==> src/pkg/hidp_pkg.sv <==
// Constants for the host internal memory DMA port
// Summary of operation
// - One DSP cycle stolen per word, program reads one per half
// - Control registers are never host writable
// - Bit15 high latches overlay, bits14-8 zero
// - Bit15 low: 14-bit address, bit14 memory
// - 16-bit bus carries 24-bit program words
// - Strobes asynchronous, processor keeps running
// - Address advances after each data word or program low byte
// - Latch carries address and memory type
// - Address captured on latch strobe fall
// - Select plus latch loads control register
// - One sync cycle, then one access cycle
// - Address at 0x3fe0, overlay at 0x3fe7
// - Host cannot read back start address
// - DSP software writes start address directly
// - Boot pins C1 B0 A1 select host boot
// - Hold execution until program word 0 written
package hidp_pkg;
  localparam logic [13:0] ADDR_START_REG = 14'h3fe0;
  localparam logic [13:0] ADDR_OVERLAY_REG = 14'h3fe7;
  localparam logic [13:0] ADDR_CTRL_LOW = 14'h3fe0;
  localparam int BIT_OVERLAY_SEL = 15;
  localparam int BIT_MEM_TYPE = 14;
  localparam logic [15:0] RST_START_ADDR = 16'h0000;
  localparam logic [15:0] RST_OVERLAY = 16'h0000;
  localparam logic [2:0] BOOT_MODE_HOST = 3'h5;
  localparam int SYNC_CYCLES = 1;
  localparam int ACCESS_CYCLES = 1;
  typedef enum logic [4:0]
  {
    ST_IDLE = 5'h01,
    ST_SYNC = 5'h02,
    ST_ACCESS = 5'h04,
    ST_DONE = 5'h08,
    ST_WAIT_REL = 5'h10
  } hidp_state_t;
endpackage

==> src/design/hidp_host_port.sv <==
// Host memory DMA port: pin synchronisers, latch, transfer engine, memory side
`timescale 1ns/10ps
module hidp_host_port
(
  input wire logic i_clk_sys,
  input wire logic i_resetn,
  // Host pins
  input wire logic i_port_select_n,
  input wire logic i_addr_latch_strobe,
  input wire logic i_host_read_strobe_n,
  input wire logic i_host_write_strobe_n,
  input wire logic [15:0] i_muxed_addr_data_bus,
  output logic [15:0] o_muxed_addr_data_bus,
  output logic o_muxed_addr_data_bus_oe,
  output logic o_host_ack_n,
  // Boot configuration pins C, B, A
  input wire logic [2:0] i_boot_mode,
  // Processor register access
  input wire logic i_dsp_reg_wr,
  input wire logic [13:0] i_dsp_reg_addr,
  input wire logic [15:0] i_dsp_reg_wdata,
  output logic [15:0] o_dsp_reg_rdata,
  // Internal memory access, granted in a stolen cycle
  output logic o_mem_req,
  output logic o_mem_we,
  output logic o_mem_is_data,
  output logic [13:0] o_mem_addr,
  output logic [7:0] o_mem_overlay,
  output logic [23:0] o_mem_wdata,
  input wire logic [23:0] i_mem_rdata,
  output logic o_proc_stall,
  output logic o_exec_hold
);
  // Two-flop synchronisers for every host pin
  logic [19:0] pin_meta_ff;
  logic [19:0] pin_sync_ff;
  logic [19:0] pin_prev_ff;
  always_ff @(posedge i_clk_sys or negedge i_resetn)
  begin
    if (!i_resetn)
    begin
      // Idle pin levels: bus low, latch low, select and strobes high
      pin_meta_ff <= 20'h00007;
      pin_sync_ff <= 20'h00007;
      pin_prev_ff <= 20'h00007;
    end
    else
    begin
      pin_meta_ff <= {i_muxed_addr_data_bus, i_addr_latch_strobe, i_port_select_n,
        i_host_read_strobe_n, i_host_write_strobe_n};
      pin_sync_ff <= pin_meta_ff;
      pin_prev_ff <= pin_sync_ff;
    end
  end

  logic [15:0] bus_s;
  logic sel_s;
  logic latch_s;
  logic latch_fall;
  logic rd_s;
  logic wr_s;
  logic rd_start;
  logic wr_start;
  assign bus_s = pin_sync_ff[19:4];
  assign latch_s = pin_sync_ff[3];
  assign sel_s = ~pin_sync_ff[2];
  assign rd_s = ~pin_sync_ff[1];
  assign wr_s = ~pin_sync_ff[0];
  // Latch value taken where the strobe falls while selected
  assign latch_fall = pin_prev_ff[3] & ~latch_s & sel_s;
  assign rd_start = sel_s & rd_s & ~(~pin_prev_ff[2] & ~pin_prev_ff[1]);
  assign wr_start = sel_s & wr_s & ~(~pin_prev_ff[2] & ~pin_prev_ff[0]);

  hidp_pkg::hidp_state_t state_ff;
  hidp_pkg::hidp_state_t nxt_state;
  logic is_write_ff;
  logic [15:0] start_addr_ff;
  logic [15:0] overlay_ff;
  logic [15:0] hi_word_ff;
  logic word_half_ff;
  logic [15:0] wr_data_ff;

  // Transfer engine: one sync cycle, one access cycle, then done
  // A strobe seen in any state but idle is ignored until it is released
  always_comb
  begin
    nxt_state = state_ff;
    unique case (state_ff)
      hidp_pkg::ST_IDLE:
      begin
        // New strobe edge seen through the synchronisers
        if (rd_start || wr_start)
        begin
          nxt_state = hidp_pkg::ST_SYNC;
        end
      end
      hidp_pkg::ST_SYNC:
      begin
        nxt_state = hidp_pkg::ST_ACCESS;
      end
      hidp_pkg::ST_ACCESS:
      begin
        nxt_state = hidp_pkg::ST_DONE;
      end
      hidp_pkg::ST_DONE:
      begin
        nxt_state = hidp_pkg::ST_WAIT_REL;
      end
      hidp_pkg::ST_WAIT_REL:
      begin
        // Hold here until the host lets go of the strobe
        if (!(sel_s && (rd_s || wr_s)))
        begin
          nxt_state = hidp_pkg::ST_IDLE;
        end
      end
      default:
      begin
        nxt_state = hidp_pkg::ST_IDLE;
      end
    endcase
  end

  always_ff @(posedge i_clk_sys or negedge i_resetn)
  begin
    if (!i_resetn)
      state_ff <= hidp_pkg::ST_IDLE;
    else
      state_ff <= nxt_state;
  end

  // Direction and write data captured at the start of a transaction
  always_ff @(posedge i_clk_sys or negedge i_resetn)
  begin
    if (!i_resetn)
    begin
      is_write_ff <= 1'b0;
      wr_data_ff <= 16'h0000;
    end
    else if (state_ff == hidp_pkg::ST_IDLE && (rd_start || wr_start))
    begin
      is_write_ff <= wr_start;
      wr_data_ff <= bus_s;
    end
  end

  logic mem_cycle;
  logic is_data;
  logic pm_second;
  assign mem_cycle = (state_ff == hidp_pkg::ST_ACCESS);
  assign is_data = start_addr_ff[hidp_pkg::BIT_MEM_TYPE];
  // Program words move as two bus words: upper 16 bits, then low byte
  assign pm_second = ~is_data & word_half_ff;
  logic real_access;
  assign real_access = mem_cycle & (is_data | pm_second | ~is_write_ff);

  // Start address and overlay registers, host latch or processor write
  always_ff @(posedge i_clk_sys or negedge i_resetn)
  begin
    if (!i_resetn)
    begin
      start_addr_ff <= hidp_pkg::RST_START_ADDR;
      overlay_ff <= hidp_pkg::RST_OVERLAY;
      word_half_ff <= 1'b0;
    end
    else if (latch_fall)
    begin
      word_half_ff <= 1'b0;
      if (bus_s[hidp_pkg::BIT_OVERLAY_SEL])
        overlay_ff <= {8'h00, bus_s[7:0]};
      else
        // Bit 14 keeps the memory type beside the 14-bit address
        start_addr_ff <= {1'b0, bus_s[14:0]};
    end
    else if (i_dsp_reg_wr && i_dsp_reg_addr == hidp_pkg::ADDR_START_REG)
    begin
      start_addr_ff <= {1'b0, i_dsp_reg_wdata[14:0]};
      word_half_ff <= 1'b0;
    end
    else if (i_dsp_reg_wr && i_dsp_reg_addr == hidp_pkg::ADDR_OVERLAY_REG)
    begin
      overlay_ff <= {8'h00, i_dsp_reg_wdata[7:0]};
    end
    else if (mem_cycle)
    begin
      if (is_data || pm_second)
      begin
        start_addr_ff[13:0] <= start_addr_ff[13:0] + 14'h0001;
        word_half_ff <= 1'b0;
      end
      else
        word_half_ff <= 1'b1;
    end
  end

  // First bus word of a program write (bits 23:8) held until the low byte arrives
  // Reads need no copy: each half is taken from memory in its own cycle
  always_ff @(posedge i_clk_sys or negedge i_resetn)
  begin
    if (!i_resetn)
      hi_word_ff <= 16'h0000;
    else if (mem_cycle && is_write_ff && !is_data && !word_half_ff)
      hi_word_ff <= wr_data_ff;
  end

  // Memory request for one stolen processor cycle
  // Control space writes keep their pulse but lose the write enable
  logic ctrl_hit;
  assign ctrl_hit = is_data && (start_addr_ff[13:0] >= hidp_pkg::ADDR_CTRL_LOW);
  assign o_mem_req = real_access;
  assign o_mem_we = real_access & is_write_ff & ~ctrl_hit;
  assign o_proc_stall = real_access;
  assign o_mem_is_data = is_data;
  assign o_mem_addr = start_addr_ff[13:0];
  assign o_mem_overlay = overlay_ff[7:0];

  // Memory write word: data words as they are, program words from both halves
  always_comb
  begin
    if (is_data)
    begin
      o_mem_wdata = {8'h00, wr_data_ff};
    end
    else
    begin
      o_mem_wdata = {hi_word_ff, wr_data_ff[7:0]};
    end
  end

  // Read data registered and driven back while the host reads
  // Program reads give bits 23:8 first, then the low byte
  always_ff @(posedge i_clk_sys or negedge i_resetn)
  begin
    if (!i_resetn)
      o_muxed_addr_data_bus <= 16'h0000;
    else if (mem_cycle && !is_write_ff)
      o_muxed_addr_data_bus <= is_data ? i_mem_rdata[15:0]
        : (pm_second ? {8'h00, i_mem_rdata[7:0]} : i_mem_rdata[23:8]);
  end
  // Only memory data is ever driven; the latched address has no read path
  assign o_muxed_addr_data_bus_oe = sel_s & rd_s & ~is_write_ff
    & (state_ff == hidp_pkg::ST_DONE || state_ff == hidp_pkg::ST_WAIT_REL);

  // Acknowledge low only when the port can take the next cycle
  // It drops once the access is done, even while the strobe is still held
  always_ff @(posedge i_clk_sys or negedge i_resetn)
  begin
    if (!i_resetn)
      o_host_ack_n <= 1'b1;
    else
      o_host_ack_n <= ~(nxt_state == hidp_pkg::ST_IDLE
        || nxt_state == hidp_pkg::ST_WAIT_REL);
  end

  // Processor register read-back, both registers whole
  always_comb
  begin
    if (i_dsp_reg_addr == hidp_pkg::ADDR_OVERLAY_REG)
    begin
      o_dsp_reg_rdata = overlay_ff;
    end
    else if (i_dsp_reg_addr == hidp_pkg::ADDR_START_REG)
    begin
      o_dsp_reg_rdata = start_addr_ff;
    end
    else
    begin
      o_dsp_reg_rdata = 16'h0000;
    end
  end

  // Boot pins pass two flops that run through reset, so the value is ready at release
  // The pins must stand steady for two clocks before reset is released
  logic [2:0] boot_meta_ff;
  logic [2:0] boot_sync_ff;
  always_ff @(posedge i_clk_sys)
  begin
    boot_meta_ff <= i_boot_mode;
    boot_sync_ff <= boot_meta_ff;
  end

  // Boot mode taken on the first clock after reset release
  logic boot_taken_ff;
  always_ff @(posedge i_clk_sys or negedge i_resetn)
  begin
    if (!i_resetn)
    begin
      boot_taken_ff <= 1'b0;
      o_exec_hold <= 1'b1;
    end
    else if (!boot_taken_ff)
    begin
      boot_taken_ff <= 1'b1;
      o_exec_hold <= (boot_sync_ff == hidp_pkg::BOOT_MODE_HOST);
    end
    else if (real_access && is_write_ff && !is_data && pm_second
      && start_addr_ff[13:0] == 14'h0000)
      o_exec_hold <= 1'b0;
  end
endmodule

==> config.mk <==
export PLATFORM = sky130hd
export DESIGN_NAME = hidp_host_port
export DESIGN_NICKNAME = d
export VERILOG_FILES = /design/src/pkg/hidp_pkg.sv /design/src/design/hidp_host_port.sv
export SDC_FILE = /design/constraint.sdc
export NUM_CORES = 1
export LEC_CHECK = 0
export ABC_AREA = 1
export BUFFER_PORTS_ARGS = -buffer_cell sky130_fd_sc_hd__buf_2
export CAP_MARGIN = 30
export CORE_ASPECT_RATIO = 1.25
export CORE_MARGIN = 3
export CORE_UTILIZATION = 55
export CTS_BUF_LIST = sky130_fd_sc_hd__clkbuf_8 sky130_fd_sc_hd__clkbuf_16
export DETAILED_ROUTE_END_ITERATION = 10
export MAX_ROUTING_LAYER = met4
export PLACE_DENSITY_LB_ADDON = 0.05
export SLEW_MARGIN = 40
export SYNTH_ARGS = -nofsm -noshare
export SYNTH_HDL_FRONTEND = slang
export SYNTH_SLANG_ARGS = --single-unit
export TNS_END_PERCENT = 10
==> constraint.sdc <==
create_clock -name i_clk_sys -period 4.5 [get_ports i_clk_sys]
set_clock_uncertainty 0.05 [all_clocks]
set_input_delay 0 -clock i_clk_sys [delete_from_list [all_inputs] [get_ports i_clk_sys]]
set_output_delay 0 -clock i_clk_sys [all_outputs]
set_load 0.01 [all_outputs]
## Yosys cells after proc, flatten, opt, wreduce, memory -nomap -nowiden

Cells that the tools add are included.

| storage, ports and cells | value |
|---|---|
| flip-flop bits (word level) | 140 |
| memories kept | 0 |
| bits in writable memories | 0 |
| bits in latches | 0 |
| bits in read-only memories | 0 |

| operators by class | value |
|---|---|
| div/mod/pow operators | 0 |
| bitwise operators | 29 |
| shifts and indexed selects | 0 |
| $mul | 0 |
| $lt $le $gt $ge | 1 |
| mux-type cells | 26 |
| reduce and logical (&&, ||, !) cells | 30 |
| eq/ne operators | 15 |
| $add $sub $neg | 1 |

Operator list:

| kind | number |
|---|---|
| 2-to-1 mux 16 bit | 10 |
| 2-to-1 mux 14 bit | 4 |
| == test 14 bit, second input constant | 2 |
| case mux 5 bit (5 select lines) | 1 |
| 2-to-1 mux 24 bit | 1 |
| adder 14 x 1 -> 14 bit, second input constant | 1 |
| AND 1 bit | 14 |
| >= comparator 14 bit, second input constant | 1 |
| zero test 14 bit | 1 |
| logical AND 1 bit | 13 |
| NOT 1 bit | 13 |
| == test 5 x 1 -> 1 bit, second input constant | 2 |
| == test 5 bit, second input constant | 2 |
| 2-to-1 mux 5 bit | 2 |
| 2-to-1 mux 1 bit | 7 |
| != test 2 bit, second input constant | 3 |
| nonzero test 3 bit | 2 |
| == test 5 x 2 -> 1 bit, second input constant | 1 |
| == test 5 x 3 -> 1 bit, second input constant | 1 |
| == test 5 x 4 -> 1 bit, second input constant | 1 |
| logical OR 1 bit | 5 |
| AND reduction 2 bit | 2 |
| AND reduction 4 bit | 1 |
| nonzero test 2 bit | 2 |
| 7 further kinds | 10 |

## Longest topological paths before layout

| logic depth | value |
|---|---|
| depth after elaboration | 11 |
| gate-level depth with buffers | 12 |
| depth with buffers taken out | 11 |

## Worst setup path after synthesis

Ideal clock, no wire load.

| path | value |
|---|---|
| path kind | register to register |
| start point | register start_addr_ff[14] |
| end point | register hi_word_ff[15] |
| clock period less this slack | 1.574 ns |
| buffers on the path | 2 |
| cell stages (with the launch flop) | 9 |
| library setup time | 0.132 ns |
| data arrival time | 1.393 ns |
| slack | 2.926 ns |
| cells stage by stage | dfrtp_1 > buf_2 > nor2_8 > inv_2 > nor2_1 > nand2_1 > clkbuf_1 > nand2_1 > o21ai_0 |

| between the ends | value |
|---|---|
| cells in the longest elaborated chain, start to end | 3 |

Ends and longest elaborated chain:

| what | line | text |
|---|---|---|
| from (decl) | hidp_host_port.sv:77 | `logic [15:0] start_addr_ff;` |
| from (signal assigned) | hidp_host_port.sv:162 | `start_addr_ff <= hidp_pkg::RST_START_ADDR;` |
| from (signal assigned) | hidp_host_port.sv:173 | `start_addr_ff <= {1'b0, bus_s[14:0]};` |
| from (signal assigned) | hidp_host_port.sv:177 | `start_addr_ff <= {1'b0, i_dsp_reg_wdata[14:0]};` |
| zero test 1 bit | hidp_host_port.sv:202 | `else if (mem_cycle && is_write_ff && !is_data && !word_half_ff)` |
| logical AND 1 bit (2 in series) | hidp_host_port.sv:202 |  |
| to (signal assigned) | hidp_host_port.sv:203 | `hi_word_ff <= wr_data_ff;` |
| to (decl) | hidp_host_port.sv:79 | `logic [15:0] hi_word_ff;` |

No other way between the ends.
A chain may end at the register's enable or synchronous reset.

## Worst setup path in the final report

| path | value |
|---|---|
| start point | register pin_sync_ff[3] |
| end point | register start_addr_ff[3] |

| between the ends | value |
|---|---|
| cells in the longest elaborated chain, start to end | 5 |
| elaborated cells between the ends (all ways) | 9 |
| those cells by class | eq/ne: 2; mux: 1; bitwise: 3; reduce/logical: 3 |

Ends and longest elaborated chain:

| what | line | text |
|---|---|---|
| from (decl) | hidp_host_port.sv:36 | `logic [19:0] pin_sync_ff;` |
| from (signal assigned) | hidp_host_port.sv:51 | `pin_sync_ff <= pin_meta_ff;` |
| NOT 1 bit * | hidp_host_port.sv:70 | `assign latch_fall = pin_prev_ff[3] & ~latch_s & sel_s;` |
| AND 1 bit * (2 in series) | hidp_host_port.sv:70 |  |
| != test 3 bit (no source line), or another cell as far along | -- |  |
| AND reduction 4 bit (no source line) | -- |  |

Mark *: on every way between the ends. The rest lies on a longest branch, timed or not.

==> results.yml <==
run_status:
  outcome: "completed"
setup_path:
  cp-startpoint: "pin_sync_ff[3]"
  critPathCapture: "start_addr_ff[3]"
  r2r_cells: 8
  start_kind: "register"
  reg2reg_setup_slack_ns: 2.02
  timing.rr.start: "pin_sync_ff[3]"
  worst-path-max-fanout: 25
  endpoint_kind: "register"
  worstPathArrival_ns: 2.76
  crit_required_ns: 4.79
  critPathKind: "reg -> reg"
  reg2reg_to: "start_addr_ff[3]"
die:
  core_mm2: 0.0102
  ioPinCount: 165
  start_util: 0.567
  die_w_um: 97.5
  rows: 41
  dieArea_mm2: 0.0117
  die_y_um: 120
route:
  dr_wl_met3_um: 808
  routed_wl_um: 16500
  via_per_inst: 5.31
  num_vias: 5553
  firstDrtPassIters: 6
  first_iter_violations: 404
  routedWlPerCell_um: 15.8
  met1_length_um: 6570
  met2_length_um: 8620
  highest_layer: "met4"
  antenna_left: 0
  drc: 0
cts:
  cts_setup_buffers: 0
  clk_pin_slew_worst_paths_ns: 0.06
  cts_buffers: 17
  clockRootBuffer: "clkbuf_16"
  clock_tree.buffer_depth: 2
  cts_sinks: 131
  h-tree-depth: 4
  clock_latency_ns: 0.41
  cts_tree: "built"
logic_synthesis:
  synth_edf_count: 0
  synthSimpleGateAreaFrac: 0.250
  syn_area_mm2: 0.00576
  async_flop_share: 0.954
  synth_top_family_by_area: "simple AND/OR/NAND/NOR gates"
  yosysMostFrequentCell: "nand2_1"
  synth_area_leader_cell: "dfrtp_1"
  syn_nets: 762
  syn_inst: 680
  synth_top_area_frac: 0.491
  synthDistinctLibCells: 36
  muxShareOfSynthArea: 0
  synth.area.top_cells: "dfrtp_1 (49%), nand2_1 (14%), o21ai_0 (6.3%)"
  synth-compound-area-share: 0.0952
  synth_ff_type: "dfrtp_1"
  syn_area_per_cell_um2: 8.47
  synth-seq-cells: 131
  seq_area_frac_synth: 0.567
  synth_common_cells: "nand2_1 (218), dfrtp_1 (113), o21ai_0 (72), inv_1 (65), nor2_1 (59)"
  synth_fa_ha_area_frac: 0.00434
  synth-xor-area-share: 0.00760
  ys_warn_count: 0
timing:
  max_freq_mhz: 404
  drv_slew: 0
  rsz0062_at_grt: "false"
  period_minus_slack_ns: 2.48
  tns_ns: 0
  max_slew_margin: 0.464
  fin_ws_ns: 2.02
  worst_pin_slew_ns: 0.801
  hold_viol_final: 0
  setup_viol: 0
  finalCritPeriodShare: 0.550
final_layout:
  antennaDiodeCount: 0
  drive_above_1_share: 0.250
  area.growth.synth_to_final_pct: 36.4
  final_cells: 1045
  nNetsFinal: 985
global_route:
  grt_use_total: 0.297
  grt_pass1_wl_um: 26800
  gr-total-overflow: 0
  grt_max_degree: 75
  grt_pass1_vias: 5552
  antenna_found_initial: 0
worst_hold_path:
  hold_class: "in -> reg"
power_and_ir_drop:
  leakagePower_nw: 4.02
  total_power_mw: 4.22
  vdd_drop_max_mv: 0.338
  p_per_area_mw_per_mm2: 537
placed_design:
  placedCellCount: 942
  dp_slack_ns: 1.95
  port_buffers: 162
  gp_congestion: 0.907
  hpwl_um: 10600
run:
  max-cap-violations: 0
-- flip-flops by register name, indices dropped and copies added, names as in the netlist, 5 cells and up --
| name | flops |
|---|---|
| hi_word_ff | 16 |
| o_muxed_addr_data_bus | 16 |
| overlay_ff | 8 |
| pin_meta_ff | 20 |
| pin_sync_ff | 20 |
| start_addr_ff | 15 |
| state_ff | 5 |
| wr_data_ff | 16 |
-- cell type report --
class                   count  area (µm²)
clock buffers              18         439
clock inverters            14         116
fillers                   725        2300
inverters                  70         263
multi-input cells         448        2070
flip-flops and latches    131        3260
well taps                 129         161
repair buffers            235        1540
-- cell families after synthesis --
kind of cell,after synthesis
adders and majority gates,2
DFF,131
xor gates and xnor gates,5
buffers and inverters,101
other,2
and+or+nand+nor,341
AOI/OAI and AO/OA,98
-- metrics by stage --
stage,hold WS (ns),area [µm²],util
5_1_grt,0.131,7850,0.773
6_report,0.114,7850,0.773
2_1_floorplan,-0.346,5760,-
3_3_place_gp,0.0558,6580,0.648
4_1_cts,0.0984,7850,0.773
3_5_place_dp,0.0187,6580,0.648
-- worst min path at each step --
| stage | depth (start not counted) | end | slack, ns | start |
|---|---|---|---|---|
| after floorplan | 0 | boot_taken_ff | -0.35 | i_resetn |
| after global placement | 1 | boot_meta_ff[0] | 0.06 | i_boot_mode[0] |
| after detailed placement | 1 | pin_prev_ff[3] | 0.02 | i_resetn |
| after CTS | 7 | start_addr_ff[10] | 0.1 | i_dsp_reg_wr |
| after global routing | 7 | start_addr_ff[2] | 0.13 | i_dsp_reg_wr |
| final | 7 | start_addr_ff[10] | 0.11 | i_dsp_reg_wr |
-- metal layers --
layer / track usage / up-vias
li1: - / 2606
met1: 0.352 / 2694
met2: 0.503 / 217
met3: 0.0542 / 36
met4: 0.125 / 0
met5: - / -
-- cells in the final DEF, fill, tap and decap left out, types with 3 or more instances in the layout --
| master | n |
|---|---|
| inv_2 | 4 |
| inv_6 | 6 |
| clkbuf_16 | 17 |
| xor2_1 | 5 |
| buf_2 | 161 |
| nand4_1 | 11 |
| o21ai_1 | 3 |
| dfxtp_1 | 6 |
| clkinv_4 | 3 |
| dlygate4sd3_1 | 71 |
| nand3_1 | 34 |
| inv_1 | 65 |
| dfstp_2 | 12 |
| nand2_1 | 216 |
| o31ai_1 | 9 |
| nor2_1 | 59 |
| o21ai_0 | 72 |
| dfrtp_1 | 112 |
| nand2_2 | 4 |
| clkinvlp_4 | 3 |
| a22oi_1 | 8 |
| nor2_2 | 6 |
-- report_power, final --
part | switching [mW] | internal, mW | total, mW
combinational | 0.710 | 0.509 | 1.22
clock | 0.549 | 0.733 | 1.28
sequential | 0.251 | 1.47 | 1.72
total | 1.51 | 2.71 | 4.22
-- worst max-delay path: stages, from the launching register on --
cell     delay (ns)
dfrtp_1        0.40
nor3_4         0.18
buf_4          0.26
inv_2          0.23
nor2_1         0.67
a21oi_1        0.12
nand3_2        0.28
nand2_1        0.10
nand2_1        0.09
-- what timing repair did --
item,4_1_cts,5_1_grt
setup endpoints to repair,0,0
resized for setup,0,0
hold endpoints to repair,133,0
hold buffers,71,0
No activity file was read; power rests on OpenSTA's default activity.
